===== src/common/dbc_pkg.sv =====
// constants and types shared by the debounced edge counter
// What this block does
// - mode 0 counts falling, restarting timeout, debounce all
// - mode 1 counts rising, restarting timeout, debounce all
// - mode 2 counts both edges, restarting timeout
// - modes 3/4 falling/rising with fixed timeout
// - mode 5 low hold, then any edge counts
// - mode 6 high hold, then any edge counts
// - edge during restarting timeout reloads full value
// - each counted edge adds exactly one
// - edges ignored until debounce timeout elapses
// - timeout in microseconds, zero to one million
// - mode field selects one of seven behaviours
// - count read returns count unchanged
// - clear-on-read returns count, then clears it
// - clear lands a short window after capture
// - stream reads give low half, capture upper
// - each accepted edge of either polarity is serviced
// - one edge service lasts 14 us, shared by all channels
// - edge sets pending, service completion clears it
// - stream servicing preempts edge servicing
// - edge while pending is lost, not queued
package dbc_pkg;

  // ----------------------------------------------------------------
  // timing
  // ----------------------------------------------------------------
  localparam int CLK_PERIOD_NS = 40;
  localparam int NS_PER_US = 1000;
  localparam int CYCLES_PER_US = NS_PER_US / CLK_PERIOD_NS;
  // longest service time: rounded down
  localparam int SERVICE_TIME_US = 14;
  localparam int SERVICE_CYCLES =
    SERVICE_TIME_US * NS_PER_US / CLK_PERIOD_NS;
  // least capture-to-clear gap: rounded up
  localparam int CLEAR_WINDOW_US = 10;
  localparam int CLEAR_CYCLES =
    (CLEAR_WINDOW_US * NS_PER_US + CLK_PERIOD_NS - 1) / CLK_PERIOD_NS;

  // ----------------------------------------------------------------
  // fields
  // ----------------------------------------------------------------
  localparam int DATA_W = 32;
  localparam int TIMEOUT_W = 20;
  localparam logic [TIMEOUT_W-1:0] TIMEOUT_MAX_US = 20'hF4240;
  localparam int MODE_W = 3;
  localparam int FSEL_W = 8;
  localparam logic [FSEL_W-1:0] FEATURE_DEBOUNCE = 8'h09;
  localparam int STREAM_W = 16;

  localparam logic [MODE_W-1:0] MODE_FALL_RESTART = 3'h0;
  localparam logic [MODE_W-1:0] MODE_RISE_RESTART = 3'h1;
  localparam logic [MODE_W-1:0] MODE_BOTH_RESTART = 3'h2;
  localparam logic [MODE_W-1:0] MODE_FALL_FIXED = 3'h3;
  localparam logic [MODE_W-1:0] MODE_RISE_FIXED = 3'h4;
  localparam logic [MODE_W-1:0] MODE_FALL_HOLD = 3'h5;
  localparam logic [MODE_W-1:0] MODE_RISE_HOLD = 3'h6;

  // ----------------------------------------------------------------
  // register map: addr = {channel, register}
  // ----------------------------------------------------------------
  localparam int ADDR_W = 8;
  localparam int CH_FIELD_W = 4;
  localparam int REG_FIELD_W = 4;
  localparam logic [CH_FIELD_W-1:0] GLOBAL_CH = 4'hF;
  localparam logic [REG_FIELD_W-1:0] REG_ENABLE = 4'h0;
  localparam logic [REG_FIELD_W-1:0] REG_SELECT = 4'h1;
  localparam logic [REG_FIELD_W-1:0] REG_TIMEOUT = 4'h2;
  localparam logic [REG_FIELD_W-1:0] REG_MODE = 4'h3;
  localparam logic [REG_FIELD_W-1:0] REG_COUNT = 4'h4;
  localparam logic [REG_FIELD_W-1:0] REG_COUNT_COR = 4'h5;
  localparam logic [REG_FIELD_W-1:0] REG_STATUS = 4'h6;
  localparam logic [REG_FIELD_W-1:0] REG_CONTROL = 4'h0;
  localparam logic [REG_FIELD_W-1:0] REG_CAPTURE = 4'h1;

  typedef enum logic [1:0] {
    DBC_IDLE = 2'h0,
    DBC_TIMING = 2'h1,
    DBC_ARMED = 2'h3
  } dbc_state_type;

endpackage


===== src/rtl/dbc_us_tick.sv =====
// one-cycle pulse every microsecond
`timescale 1ns/10ps
`default_nettype none
module dbc_us_tick #(
  parameter int CYCLES = dbc_pkg::CYCLES_PER_US
) (
  // clock and reset
  input wire logic clk,
  input wire logic reset,
  // tick out
  output logic tick
);
  localparam int W = (CYCLES > 1) ? $clog2(CYCLES) : 1;
  localparam logic [W-1:0] LAST = W'(CYCLES - 1);

  logic [W-1:0] cnt;

  assign tick = (cnt == LAST);

  always_ff @(posedge clk) begin
    if (reset || tick) begin
      cnt <= '0;
    end else begin
      cnt <= cnt + 1'b1;
    end
  end
endmodule
`default_nettype wire


===== src/rtl/dbc_channel.sv =====
// per-channel debounce state machine and pending flag
`timescale 1ns/10ps
`default_nettype none
module dbc_channel (
  // clock and reset
  input wire logic clk,
  input wire logic reset,
  // configuration
  input wire logic active,
  input wire logic [dbc_pkg::MODE_W-1:0] mode,
  input wire logic [dbc_pkg::TIMEOUT_W-1:0] timeout,
  input wire logic us_tick,
  // line and service
  input wire logic pin,
  input wire logic svc_done,
  output logic pending,
  output logic pend_count,
  output logic overrun,
  output dbc_pkg::dbc_state_type state
);
  logic prev_pin;
  logic [dbc_pkg::TIMEOUT_W-1:0] tmr;
  dbc_pkg::dbc_state_type next_state;
  logic next_hit;
  logic load;

  wire edge_seen = active && (pin != prev_pin);
  wire rising = edge_seen && pin;
  wire falling = edge_seen && !pin;
  // set wins over the completing service
  wire accept = edge_seen && (!pending || svc_done);
  wire expired = (state == dbc_pkg::DBC_TIMING) && (tmr == '0);
  wire hold_start = (mode == dbc_pkg::MODE_FALL_HOLD) ? falling : rising;
  wire hold_cancel = (mode == dbc_pkg::MODE_FALL_HOLD) ? rising : falling;
  wire fall_app = (mode == dbc_pkg::MODE_FALL_RESTART) ||
    (mode == dbc_pkg::MODE_FALL_FIXED);
  wire rise_app = (mode == dbc_pkg::MODE_RISE_RESTART) ||
    (mode == dbc_pkg::MODE_RISE_FIXED);
  wire applicable = (fall_app && falling) || (rise_app && rising) ||
    ((mode == dbc_pkg::MODE_BOTH_RESTART) && edge_seen);

  assign overrun = edge_seen && pending && !svc_done;

  always_comb begin
    next_state = state;
    next_hit = 1'b0;
    load = 1'b0;
    case (mode)
      dbc_pkg::MODE_FALL_RESTART,
      dbc_pkg::MODE_RISE_RESTART,
      dbc_pkg::MODE_BOTH_RESTART: begin
        if (accept && state == dbc_pkg::DBC_TIMING) begin
          load = 1'b1;
        end else if (accept) begin
          // release bounce also starts the timeout
          next_hit = applicable;
          load = 1'b1;
          next_state = dbc_pkg::DBC_TIMING;
        end else if (expired) begin
          next_state = dbc_pkg::DBC_IDLE;
        end
      end
      dbc_pkg::MODE_FALL_FIXED,
      dbc_pkg::MODE_RISE_FIXED: begin
        if (accept && applicable && state != dbc_pkg::DBC_TIMING) begin
          next_hit = 1'b1;
          load = 1'b1;
          next_state = dbc_pkg::DBC_TIMING;
        end else if (expired) begin
          next_state = dbc_pkg::DBC_IDLE;
        end
      end
      dbc_pkg::MODE_FALL_HOLD,
      dbc_pkg::MODE_RISE_HOLD: begin
        case (state)
          dbc_pkg::DBC_IDLE: begin
            if (accept && hold_start) begin
              load = 1'b1;
              next_state = dbc_pkg::DBC_TIMING;
            end
          end
          dbc_pkg::DBC_TIMING: begin
            if (accept && hold_cancel) begin
              next_state = dbc_pkg::DBC_IDLE;
            end else if (accept) begin
              load = 1'b1;
            end else if (expired) begin
              next_state = dbc_pkg::DBC_ARMED;
            end
          end
          dbc_pkg::DBC_ARMED: begin
            if (accept) begin
              next_hit = 1'b1;
              next_state = dbc_pkg::DBC_IDLE;
            end
          end
          default: next_state = dbc_pkg::DBC_IDLE;
        endcase
      end
      default: next_state = dbc_pkg::DBC_IDLE;
    endcase
  end

  always_ff @(posedge clk) begin
    if (reset) begin
      prev_pin <= 1'b0;
    end else begin
      prev_pin <= pin;
    end
  end

  always_ff @(posedge clk) begin
    if (reset || !active) begin
      state <= dbc_pkg::DBC_IDLE;
      tmr <= '0;
      pending <= 1'b0;
      pend_count <= 1'b0;
    end else begin
      state <= next_state;
      if (load) begin
        tmr <= timeout;
      end else if (us_tick && tmr != '0) begin
        tmr <= tmr - 1'b1;
      end
      if (accept) begin
        pending <= 1'b1;
        pend_count <= next_hit;
      end else if (svc_done) begin
        pending <= 1'b0;
        pend_count <= 1'b0;
      end
    end
  end
endmodule
`default_nettype wire


===== src/rtl/dbc_edge_counter.sv =====
// debounced edge counter: registers, shared edge service, counts
`timescale 1ns/10ps
`default_nettype none
module dbc_edge_counter #(
  parameter int NUM_CH = 6,
  parameter int COUNT_W = 32
) (
  // clock and reset
  input wire logic clk,
  input wire logic reset,
  // register port
  input wire logic [dbc_pkg::ADDR_W-1:0] addr,
  input wire logic [dbc_pkg::DATA_W-1:0] wdata,
  input wire logic wr,
  input wire logic rd,
  output logic [dbc_pkg::DATA_W-1:0] rdata,
  // input lines
  input wire logic [NUM_CH-1:0] pins,
  // stream engine holds edge service while high
  input wire logic stream_req,
  // service status
  output logic service_busy
);
  localparam int CH_IDX_W = (NUM_CH > 1) ? $clog2(NUM_CH) : 1;
  localparam int SVC_W = $clog2(dbc_pkg::SERVICE_CYCLES);
  localparam logic [SVC_W-1:0] SVC_LOAD =
    SVC_W'(dbc_pkg::SERVICE_CYCLES - 1);
  localparam int CLR_W = $clog2(dbc_pkg::CLEAR_CYCLES);
  localparam logic [CLR_W-1:0] CLR_LOAD =
    CLR_W'(dbc_pkg::CLEAR_CYCLES - 1);

  // ----------------------------------------------------------------
  // address decode
  // ----------------------------------------------------------------
  wire [dbc_pkg::CH_FIELD_W-1:0] ch_sel =
    addr[dbc_pkg::ADDR_W-1:dbc_pkg::REG_FIELD_W];
  wire [dbc_pkg::REG_FIELD_W-1:0] reg_sel =
    addr[dbc_pkg::REG_FIELD_W-1:0];
  wire is_global = (ch_sel == dbc_pkg::GLOBAL_CH);
  wire ch_ok = (ch_sel < dbc_pkg::CH_FIELD_W'(NUM_CH));
  wire [CH_IDX_W-1:0] ch_idx = ch_sel[CH_IDX_W-1:0];
  wire count_read = rd && ch_ok && ((reg_sel == dbc_pkg::REG_COUNT) ||
    (reg_sel == dbc_pkg::REG_COUNT_COR));
  wire ctrl_write = wr && is_global && (reg_sel == dbc_pkg::REG_CONTROL);
  wire timeout_big = (wdata > dbc_pkg::DATA_W'(dbc_pkg::TIMEOUT_MAX_US));
  wire mode_ok = (wdata <= dbc_pkg::DATA_W'(dbc_pkg::MODE_RISE_HOLD));

  // ----------------------------------------------------------------
  // storage
  // ----------------------------------------------------------------
  logic en [NUM_CH];
  logic [dbc_pkg::FSEL_W-1:0] fsel [NUM_CH];
  logic [dbc_pkg::TIMEOUT_W-1:0] tmo [NUM_CH];
  logic [dbc_pkg::MODE_W-1:0] mode [NUM_CH];
  logic [COUNT_W-1:0] count [NUM_CH];
  logic ovr [NUM_CH];
  logic clr_run [NUM_CH];
  logic [CLR_W-1:0] clr_cnt [NUM_CH];
  dbc_pkg::dbc_state_type ch_state [NUM_CH];
  logic [NUM_CH-1:0] pend_vec;
  logic [NUM_CH-1:0] pend_cnt_vec;
  logic [NUM_CH-1:0] ovr_pulse;
  logic stream_mode;
  logic [dbc_pkg::STREAM_W-1:0] capture;
  logic us_tick;

  // ----------------------------------------------------------------
  // shared edge service engine
  // ----------------------------------------------------------------
  logic [CH_IDX_W-1:0] cur_ch;
  logic [SVC_W-1:0] svc_cnt;
  logic [CH_IDX_W-1:0] next_pick;
  logic any_pend;

  // fixed priority: lowest channel first, one at a time
  always_comb begin
    next_pick = '0;
    any_pend = 1'b0;
    for (int k = NUM_CH - 1; k >= 0; k--) begin
      if (pend_vec[k]) begin
        next_pick = CH_IDX_W'(k);
        any_pend = 1'b1;
      end
    end
  end

  wire svc_fin = service_busy && (svc_cnt == '0) && !stream_req;

  always_ff @(posedge clk) begin
    if (reset) begin
      service_busy <= 1'b0;
      cur_ch <= '0;
      svc_cnt <= '0;
    end else if (!service_busy) begin
      if (any_pend) begin
        service_busy <= 1'b1;
        cur_ch <= next_pick;
        svc_cnt <= SVC_LOAD;
      end
    end else if (stream_req) begin
      // stream work runs first; edge service just waits
      svc_cnt <= svc_cnt;
    end else if (svc_cnt == '0) begin
      service_busy <= 1'b0;
    end else begin
      svc_cnt <= svc_cnt - 1'b1;
    end
  end

  dbc_us_tick #(
    .CYCLES(dbc_pkg::CYCLES_PER_US)
  ) u_tick (
    .clk(clk),
    .reset(reset),
    .tick(us_tick)
  );

  // ----------------------------------------------------------------
  // channels
  // ----------------------------------------------------------------
  genvar i;
  generate
    for (i = 0; i < NUM_CH; i++) begin : g_ch
      wire sel = ch_ok && (ch_idx == CH_IDX_W'(i));
      wire cfg_wr = wr && sel && !en[i];
      wire cor_read = rd && sel && (reg_sel == dbc_pkg::REG_COUNT_COR);
      wire stat_read = rd && sel && (reg_sel == dbc_pkg::REG_STATUS);
      wire done = svc_fin && (cur_ch == CH_IDX_W'(i));
      wire active = en[i] && (fsel[i] == dbc_pkg::FEATURE_DEBOUNCE);

      dbc_channel u_ch (
        .clk(clk),
        .reset(reset),
        .active(active),
        .mode(mode[i]),
        .timeout(tmo[i]),
        .us_tick(us_tick),
        .pin(pins[i]),
        .svc_done(done),
        .pending(pend_vec[i]),
        .pend_count(pend_cnt_vec[i]),
        .overrun(ovr_pulse[i]),
        .state(ch_state[i])
      );

      always_ff @(posedge clk) begin
        if (reset) begin
          en[i] <= 1'b0;
          fsel[i] <= '0;
          tmo[i] <= '0;
          mode[i] <= dbc_pkg::MODE_FALL_RESTART;
        end else begin
          if (wr && sel && reg_sel == dbc_pkg::REG_ENABLE) begin
            en[i] <= wdata[0];
          end
          // settings only change while the channel is off
          if (cfg_wr && reg_sel == dbc_pkg::REG_SELECT) begin
            fsel[i] <= wdata[dbc_pkg::FSEL_W-1:0];
          end
          if (cfg_wr && reg_sel == dbc_pkg::REG_TIMEOUT) begin
            tmo[i] <= timeout_big ? dbc_pkg::TIMEOUT_MAX_US :
              wdata[dbc_pkg::TIMEOUT_W-1:0];
          end
          if (cfg_wr && reg_sel == dbc_pkg::REG_MODE && mode_ok) begin
            mode[i] <= wdata[dbc_pkg::MODE_W-1:0];
          end
        end
      end

      always_ff @(posedge clk) begin
        if (reset) begin
          ovr[i] <= 1'b0;
        end else if (ovr_pulse[i]) begin
          ovr[i] <= 1'b1;
        end else if (stat_read) begin
          ovr[i] <= 1'b0;
        end
      end

      // clear lands after the gap; counts in between are lost
      always_ff @(posedge clk) begin
        if (reset) begin
          clr_run[i] <= 1'b0;
          clr_cnt[i] <= '0;
        end else if (cor_read) begin
          clr_run[i] <= 1'b1;
          clr_cnt[i] <= CLR_LOAD;
        end else if (clr_run[i] && clr_cnt[i] == '0) begin
          clr_run[i] <= 1'b0;
        end else if (clr_run[i]) begin
          clr_cnt[i] <= clr_cnt[i] - 1'b1;
        end
      end

      always_ff @(posedge clk) begin
        if (reset) begin
          count[i] <= '0;
        end else if (clr_run[i] && clr_cnt[i] == '0) begin
          count[i] <= '0;
        end else if (done && pend_cnt_vec[i]) begin
          count[i] <= count[i] + 1'b1;
        end
      end
    end
  endgenerate

  // ----------------------------------------------------------------
  // read path
  // ----------------------------------------------------------------
  logic [dbc_pkg::DATA_W-1:0] read_value;
  logic [dbc_pkg::DATA_W-1:0] count_word;

  always_comb begin
    count_word = ch_ok ? dbc_pkg::DATA_W'(count[ch_idx]) : '0;
    read_value = '0;
    if (is_global) begin
      case (reg_sel)
        dbc_pkg::REG_CONTROL: read_value = dbc_pkg::DATA_W'(stream_mode);
        dbc_pkg::REG_CAPTURE: read_value = dbc_pkg::DATA_W'(capture);
        default: read_value = '0;
      endcase
    end else if (ch_ok) begin
      case (reg_sel)
        dbc_pkg::REG_ENABLE: read_value = dbc_pkg::DATA_W'(en[ch_idx]);
        dbc_pkg::REG_SELECT: read_value = dbc_pkg::DATA_W'(fsel[ch_idx]);
        dbc_pkg::REG_TIMEOUT: read_value = dbc_pkg::DATA_W'(tmo[ch_idx]);
        dbc_pkg::REG_MODE: read_value = dbc_pkg::DATA_W'(mode[ch_idx]);
        dbc_pkg::REG_COUNT,
        dbc_pkg::REG_COUNT_COR: begin
          // stream reads carry the low half only
          read_value = stream_mode ?
            dbc_pkg::DATA_W'(count_word[dbc_pkg::STREAM_W-1:0]) :
            count_word;
        end
        dbc_pkg::REG_STATUS: read_value = dbc_pkg::DATA_W'(
          {ch_state[ch_idx], ovr[ch_idx], pend_vec[ch_idx]});
        default: read_value = '0;
      endcase
    end
  end

  always_ff @(posedge clk) begin
    if (reset) begin
      rdata <= '0;
      stream_mode <= 1'b0;
      capture <= '0;
    end else begin
      rdata <= rd ? read_value : '0;
      if (ctrl_write) begin
        stream_mode <= wdata[0];
      end
      if (count_read && stream_mode) begin
        capture <= count_word[dbc_pkg::DATA_W-1:dbc_pkg::STREAM_W];
      end
    end
  end
endmodule
`default_nettype wire


===== config.mk =====
export PLATFORM = sky130hd
export DESIGN_NAME = dbc_edge_counter
export DESIGN_NICKNAME = d
export VERILOG_FILES = /design/src/common/dbc_pkg.sv /design/src/rtl/dbc_us_tick.sv /design/src/rtl/dbc_channel.sv /design/src/rtl/dbc_edge_counter.sv
export SDC_FILE = /design/constraint.sdc
export NUM_CORES = 2
export LEC_CHECK = 0
export BUFFER_PORTS_ARGS = -buffer_cell sky130_fd_sc_hd__buf_2
export CAP_MARGIN = 5
export CORE_UTILIZATION = 57
export CTS_CLUSTER_SIZE = 28
export DETAILED_ROUTE_END_ITERATION = 8
export PLACE_DENSITY = 0.87
export SYNTH_ARGS = -nofsm -noshare
export SYNTH_HDL_FRONTEND = slang
export SYNTH_SLANG_ARGS = --single-unit

===== constraint.sdc =====
create_clock -name clk -period 3 [get_ports clk]
set_clock_uncertainty 0.1 [all_clocks]
set_input_delay 0.6 -clock clk [delete_from_list [all_inputs] [get_ports clk]]
set_output_delay 0.6 -clock clk [all_outputs]
set_load 0.05 [all_outputs]

# After elaboration in Yosys (flattened, before gate mapping)
# Memory sizes are Yosys's and may differ from the RTL's.
# Index checks and enable logic that the tools add are counted.
# W data, S select, Z words.
dict set report totals {
  regBits 217
  ram_bits 444
  input_bits 51
  output_inout_bits 33
  elab_cells 1094
  mem_count 8
}
# memory depth word_bits read_ports rd_clocked_by_memory_dff write_ports line
set memory_table {}
lappend memory_table {count 6 32 7 0 6 dbc_edge_counter.sv:55} ;# logic [COUNT_W-1:0] count [NUM_CH];
lappend memory_table {tmo 6 20 7 0 6 dbc_edge_counter.sv:53} ;# logic [dbc_pkg::TIMEOUT_W-1:0] tmo [NUM_CH];
lappend memory_table {clr_cnt 6 8 6 0 6 dbc_edge_counter.sv:58} ;# logic [CLR_W-1:0] clr_cnt [NUM_CH];
lappend memory_table {fsel 6 8 7 0 6 dbc_edge_counter.sv:52} ;# logic [dbc_pkg::FSEL_W-1:0] fsel [NUM_CH];
lappend memory_table {mode 6 3 7 0 6 dbc_edge_counter.sv:54} ;# logic [dbc_pkg::MODE_W-1:0] mode [NUM_CH];
lappend memory_table {clr_run 6 1 6 0 6 dbc_edge_counter.sv:57} ;# logic clr_run [NUM_CH];
lappend memory_table {{+2 memories} n/a n/a n/a n/a n/a n/a}
dict set report op_classes {
  add_sub_neg 20
  order_cmp 5
  n_eq_ne 116
  n_mux 496
  bitwise 75
  reduce_logical 337
}
# operator count
set op_table {}
lappend op_table {{$mux W32} 16}
lappend op_table {{$mux W20} 19}
lappend op_table {{$mux W1} 337}
lappend op_table {{$logic_and A1 B1 Y1} 193}
lappend op_table {{$add A32 B1 Y32 const B} 6}
lappend op_table {{$pmux W32 S6} 1}
lappend op_table {{$mux W8} 18}
lappend op_table {{$logic_not A20 Y1} 6}
lappend op_table {{$reduce_bool A20 Y1} 6}
lappend op_table {{$sub A20 B1 Y20 const B} 6}
lappend op_table {{$mux W2} 56}
lappend op_table {{$or A1 B1 Y1} 72}
lappend op_table {{$pmux W2 S3} 12}
lappend op_table {{$eq A3 B3 Y1 const B} 22}
lappend op_table {{$eq A3 B2 Y1 const B} 16}
lappend op_table {{$eq A8 B4 Y1 const B} 6}
lappend op_table {{$logic_not A8 Y1} 6}
lappend op_table {{$sub A8 B1 Y8 const B} 6}
lappend op_table {{$logic_or A1 B1 Y1} 38}
lappend op_table {{$mux W3} 12}
lappend op_table {{$mux W9} 4}
lappend op_table {{$ne A3 B2 Y1 const B} 12}
lappend op_table {{$pmux W1 S3} 12}
lappend op_table {{$gt A32 B20 Y1 const B} 1}
lappend op_table {{36 further kinds} 166}

# Longest topological paths before layout
# An unclocked memory read counts as a cell.
dict set report logic_depth {
  depth_word 13
  ltp_mapped 12
  depth_no_buf 9
}

# Cells and area by module
# Synthesis repeated with hierarchy kept, for this count alone.
dict set report hier_totals {
  cells_unflattened 3734
  area_unflattened_um2 37413.4
}
# module n_inst cells_each area_per_inst_um2 seq_area_each_um2
set by_module_without_submodules {}
lappend by_module_without_submodules {dbc_edge_counter 1 2391 26798.2 14574.0}
lappend by_module_without_submodules {dbc_channel 6 220 1724.2 500.5}
lappend by_module_without_submodules {dbc_us_tick 1 23 270.3 100.1}

# Worst setup path after synthesis
# No wires, ideal clock.
dict set report synth_path {
  path_type {input to register}
  startpoint {input addr[4] (netlist name)}
  endpoint {register rdata[2] (netlist name)}
  setup_time_ps 116
  arrival_time_ps 2855
  required_time_ps 2784
  setup_slack_ps -72
  stages 9
  path_buffers 4
  cell_sequence {buf_2 buf_1 clkbuf_1 buf_1 mux4_2 nand2_1 a31oi_1 o21ai_0 nand2_1}
}
dict set report synth_between {
  elab_chain_len 7
  elab_cells_between_ends 15
  cone_classes {order compare (1); eq/ne (1); mux (8); bitwise (1); memory (4)}
}
# element line
set synth_lines {}
lappend synth_lines {{start: declaration} dbc_edge_counter.sv:12} ;# input wire logic [dbc_pkg::ADDR_W-1:0] addr,
lappend synth_lines {{parallel branches: the longest is 6 deep, another holds $lt A4 B3 Y1} n/a}
lappend synth_lines {{$mux W32 *} dbc_edge_counter.sv:216} ;# if (is_global) begin
lappend synth_lines {{end signal: assignment} dbc_edge_counter.sv:248} ;# rdata <= rd ? read_value : '0;
lappend synth_lines {{end: declaration} dbc_edge_counter.sv:16} ;# output logic [dbc_pkg::DATA_W-1:0] rdata,
# Every way passes the cells marked *. The select of a mux whose other input is x is not followed.
# A chain may end at the register's enable or synchronous reset.

# Worst setup path in the final report
dict set report layout_path {
  startpoint {register u_tick.cnt[0]}
  endpoint {register g_ch[2].u_ch.tmr[16] (netlist name)}
}
dict set report layout_between {
  elab_chain_len 3
}
# element line
set layout_lines {}
lappend layout_lines {{start: declaration} dbc_us_tick.sv:16} ;# logic [W-1:0] cnt;
lappend layout_lines {{start signal: assignment} dbc_us_tick.sv:24} ;# cnt <= cnt + 1'b1;
lappend layout_lines {{$eq A5 B5 Y1} dbc_us_tick.sv:18} ;# assign tick = (cnt == LAST);
lappend layout_lines {{$logic_and A1 B1 Y1} dbc_channel.sv:122} ;# end else if (us_tick && tmr != '0) begin
lappend layout_lines {{$reduce_bool A2 Y1 (no line)} n/a}
lappend layout_lines {{end signal: assignment} dbc_channel.sv:121} ;# tmr <= timeout;
lappend layout_lines {{end signal: assignment} dbc_channel.sv:123} ;# tmr <= tmr - 1'b1;
lappend layout_lines {{end: declaration} dbc_channel.sv:22} ;# logic [dbc_pkg::TIMEOUT_W-1:0] tmr;
# No other way between the ends.

==> insert_results.sql <==
INSERT INTO impl_metrics (metric_group, metric, value, unit) VALUES
('grt', 'maximum_number_of_pins_on_one_net_before_global_route_repair', '85', ''),
('finish', 'layout-drive-gt1-share', '13.87', '%'),
('finish', 'area_delta_synth_final', '13.99', '%'),
('finish', 'final_core_utilization', '66.22', '%'),
('setup_path', 'cp_slowest_cell', 'sky130_fd_sc_hd__and4b_1', ''),
('grt', 'grt_pass1_vias', '28330', ''),
('grt', 'globalRouteOverflowTotal', '0', ''),
('timing', 'worst_slew_pin_slew', '0.8121', 'ns'),
('setup_path', 'r2r.worst_path.cells', '10', ''),
('power', 'clock_group_share_of_total_power', '43.0', '%'),
('setup_path', 'timing.critical_path.arrival', '3.37', 'ns'),
('clock_network', 'tritoncts_clock_tree', 'yes', ''),
('clock_network', 'insertion_delay', '0.63', 'ns'),
('clock_network', 'root_buffer', 'sky130_fd_sc_hd__clkbuf_16', ''),
('placement', 'placedInstanceArea', '38490', 'um^2'),
('grt', 'antenna_found_initial', '6', ''),
('setup_path', 'sort_of_element_at_the_start_of_the_critical_path', 'flip-flop', ''),
('die', 'fp.dieArea', '64250', 'um^2'),
('die', 'num_rows', '91', ''),
('synthesis', 'async_reset_ff_share', '0', '%'),
('die', 'floorplan.core_area', '62050', 'um^2'),
('timing', 'post_route_clock_period_utilization', '98.05', '%'),
('power', 'combinationalPowerShare', '6.7', '%'),
('setup_path', 'reg2reg_setup_slack', '0.06', 'ns'),
('routing', 'detailroute.via_count', '30110', ''),
('grt', 'global_route.usage.total', '32.32', '%'),
('setup_path', 'setup.worst_path.start', 'u_tick.cnt[0]$_SDFF_PP0_', ''),
('die', 'io-pin-count', '84', ''),
('clock_network', 'cts.sinks', '661', ''),
('setup_path', 'ff_to_ff_start', 'u_tick.cnt[0]$_SDFF_PP0_', ''),
('job', 'drv_cap', '0', ''),
('timing', 'final-setup-viol-count', '0', ''),
('timing', 'max_transition_viols_final', '0', ''),
('power', 'p_total', '20.35', 'mW'),
('synthesis', 'synth_fp_nets', '3699', ''),
('synthesis', 'postSynthCellCount', '3620', ''),
('timing', 'finalHoldViolCount', '0', ''),
('placement', 'dp_worst_setup_slack', '-0.1931', 'ns'),
('clock_network', 'cts.clk_slew.worst_paths', '0.06', 'ns'),
('clock_network', 'holdBufCountCts', '0', ''),
('power', 'seqPwrFrac', '50.4', '%'),
('setup_path', 'most_frequent_cell_on_the_critical_path', 'sky130_fd_sc_hd__buf_4', ''),
('setup_path', 'worst-endpoint-required', '3.43', 'ns'),
('timing', 'highest_achievable_clock_rate', '0.3400', 'GHz'),
('finish', 'num-fill-cells', '4342', ''),
('routing', 'avgViaCountPerCell', '6.437', ''),
('power', 'power_leakage', '15.15', 'nW'),
('finish', 'multi_input_gate_area', '17550', 'um^2'),
('synthesis', 'synth.yosys.warnings', '0', ''),
('clock_network', 'num_cts_buffers', '70', ''),
('finish', 'design_area', '41090', 'um^2'),
('status', 'result_of_the_run', 'finished, final reports clean', ''),
('routing', 'detailedRoute.firstIterationViolations', '4347', ''),
('finish', 'final_net_count', '3857', ''),
('placement', 'place_hpwl', '74.30', 'mm'),
('power', 'cellInternalPower', '15.53', 'mW'),
('power', 'switching_share_of_power', '23.71', '%'),
('synthesis', 'post_synth_num_cell_types', '79', ''),
('synthesis', 'ys_dominant_reg_cell', 'sky130_fd_sc_hd__edfxtp_1', ''),
('setup_path', 'slowest_delay', '0.58', 'ns'),
('power', 'p_sw', '4.827', 'mW'),
('setup_path', 'timing_worst_setup_path_type', 'reg -> reg', ''),
('synthesis', 'synth_area_per_cell', '9.958', 'um^2'),
('routing', 'drc', '0', ''),
('grt', 'wire_length_of_the_first_global_routing_pass', '160.5', 'mm'),
('setup_path', 'endpoint', 'g_ch[2].u_ch.tmr[16]$_SDFFE_PP0P_', ''),
('synthesis', 'synth-edff-count', '444', ''),
('routing', 'post_detailed_routing_wire_length', '104.9', 'mm'),
('die', 'die_width', '253.5', 'um'),
('placement', 'count_of_port_buffers_added_during_placement', '83', ''),
('timing', 'fin_crit', '2.942', 'ns');
==> metal layers <==
metal / vias up / GRT usage [%] / wire, um
met1: 14320 / 44.20 / 39520
met5: - / 0 / 0
met2: 2017 / 49.25 / 46690
met4: 0 / 13.68 / 4680
li1: 13400 / - / -
met3: 361 / 7.641 / 13990
==> power groups by stage <==
stage / registers (mW) / clock network [mW] / logic, mW
after floorplan: 10.3 / 0 / 0.850
after global routing: 10.3 / 9.09 / 1.44
after detailed placement: 10.4 / 0 / 1.29
after CTS: 10.2 / 8.73 / 1.31
after global placement: 10.4 / 0 / 1.27
final: 10.3 / 8.74 / 1.36
==> registers in the layout, indices dropped and copies added, names as in the netlist, 12 cells and up <==
name / count
rdata: 32
fsel: 48
count: 192
clr_cnt: 48
g_ch.u_ch.tmr: 120
capture: 16
mode: 18
tmo: 120
g_ch.u_ch.state: 12
==> how the worst min path moves through the flow <==
stage / start / end / depth (start not counted)
6_report: pins[2] / g_ch[2].u_ch.prev_pin$_SDFF_PP0_ / 2
5_1_grt: pins[3] / g_ch[3].u_ch.prev_pin$_SDFF_PP0_ / 2
4_1_cts: pins[3] / g_ch[3].u_ch.prev_pin$_SDFF_PP0_ / 2
3_5_place_dp: capture[2]$_SDFFE_PP0P_ / rdata[2]$_SDFF_PP0_ / 2
3_3_place_gp: capture[2]$_SDFFE_PP0P_ / rdata[2]$_SDFF_PP0_ / 2
2_1_floorplan: capture[2]$_SDFFE_PP0P_ / rdata[2]$_SDFF_PP0_ / 2
==> cell usage in the layout, fill, tap and decap left out, types with 27 or more instances in the layout <==
master,n
sky130_fd_sc_hd__a211oi_1,102
sky130_fd_sc_hd__a21oi_1,98
sky130_fd_sc_hd__and2_1,140
sky130_fd_sc_hd__and3_1,46
sky130_fd_sc_hd__buf_2,79
sky130_fd_sc_hd__buf_4,172
sky130_fd_sc_hd__clkbuf_16,80
sky130_fd_sc_hd__dfxtp_1,216
sky130_fd_sc_hd__edfxtp_1,444
sky130_fd_sc_hd__ha_1,27
sky130_fd_sc_hd__inv_1,74
sky130_fd_sc_hd__mux2i_1,92
sky130_fd_sc_hd__mux4_2,68
sky130_fd_sc_hd__nand2_1,251
sky130_fd_sc_hd__nand2b_1,55
sky130_fd_sc_hd__nand3_1,113
sky130_fd_sc_hd__nand3b_1,33
sky130_fd_sc_hd__nand4_1,55
sky130_fd_sc_hd__nor2_1,606
sky130_fd_sc_hd__nor2b_1,36
sky130_fd_sc_hd__nor3_1,95
sky130_fd_sc_hd__nor4_1,53
sky130_fd_sc_hd__o21ai_0,126
sky130_fd_sc_hd__or3_1,42
sky130_fd_sc_hd__xnor2_1,153
sky130_fd_sc_hd__xor2_1,175
==> final cells by class <==
type / instances / share of cell area [%]
flip-flops and latches: 661 / 43.02
repair buffers: 278 / 5.399
clock buffers: 101 / 5.082
clock inverters: 28 / 0.5055
multi-input cells: 2691 / 42.72
well taps: 837 / 2.549
inverters: 76 / 0.6943
diodes: 5 / 0.03045
==> worst max-delay path: cells and delay by family (launching register included) <==
family | cells | cell delay, ns
buffers and inverters | 3 | 0.53
AOI/OAI and AO/OA | 1 | 0.23
DFF | 1 | 0.33
xor gates and xnor gates | 1 | 0.13
and+or+nand+nor | 4 | 1.37
adders and majority gates | 1 | 0.18
==> logic make-up after synthesis <==
kind of cell / synth area share, %
flip-flops: 49.04
AND/OR/NAND/NOR: 22.65
adder cells (fa/ha/maj): 0.9997
AO/OA/AOI/OAI: 9.535
buffers and inverters: 2.884
XOR/XNOR: 7.969
multiplexers: 6.928
==> stage by stage <==
| stage | TNS, ns | hold WS, ns | std cells |
|---|---|---|---|
| after floorplan | 0 | 0.3159 | 3620 |
| after global placement | -2.122 | 0.3410 | 4535 |
| after detailed placement | -5.793 | 0.3517 | 4535 |
| after CTS | 0 | 0.1266 | 4667 |
| after global routing | -0.09523 | 0.1567 | 4673 |
| final | 0 | 0.1465 | 4677 |
==> what timing repair did <==
action | CTS | global route
resized for setup | 7 | 33
pin swaps | 1 | 7
endpoints found under the setup margin | 59 | 76
hold endpoints to repair | 0 | 0
setup buffers | 2 | 0
cloned | 1 | 5
==> cells in the mapped netlist, drive strengths merged (11+ instances only) <==
cell	n	area, um^2
nor3	100	505.5
xnor2	153	1340
buf	28	135.1
nand4	55	344.1
a31oi	17	106.4
mux4	68	1531
or3	44	275.3
inv	76	285.3
nor2b	36	225.2
xor2	175	1533
mux2i	92	920.9
and4	19	166.4
a21o	14	105.1
nor4	54	344.1
o22ai	24	150.1
o21ai	129	645.6
ha	28	350.3
and3	46	287.8
dfxtp	217	4344
nand2b	55	344.1
a21oi	100	500.5
a22o	15	131.4
or4	21	157.7
and2	141	882.1
clkbuf	165	619.3
nand3	114	570.6
edfxtp	444	13330
a211oi	119	943.4
or2	11	68.82
nand2	252	945.9
nor4b	16	140.1
nor3b	17	127.6
nor2	616	2312
nand3b	33	247.7
Note: power is estimated with default switching activity, not from simulation.
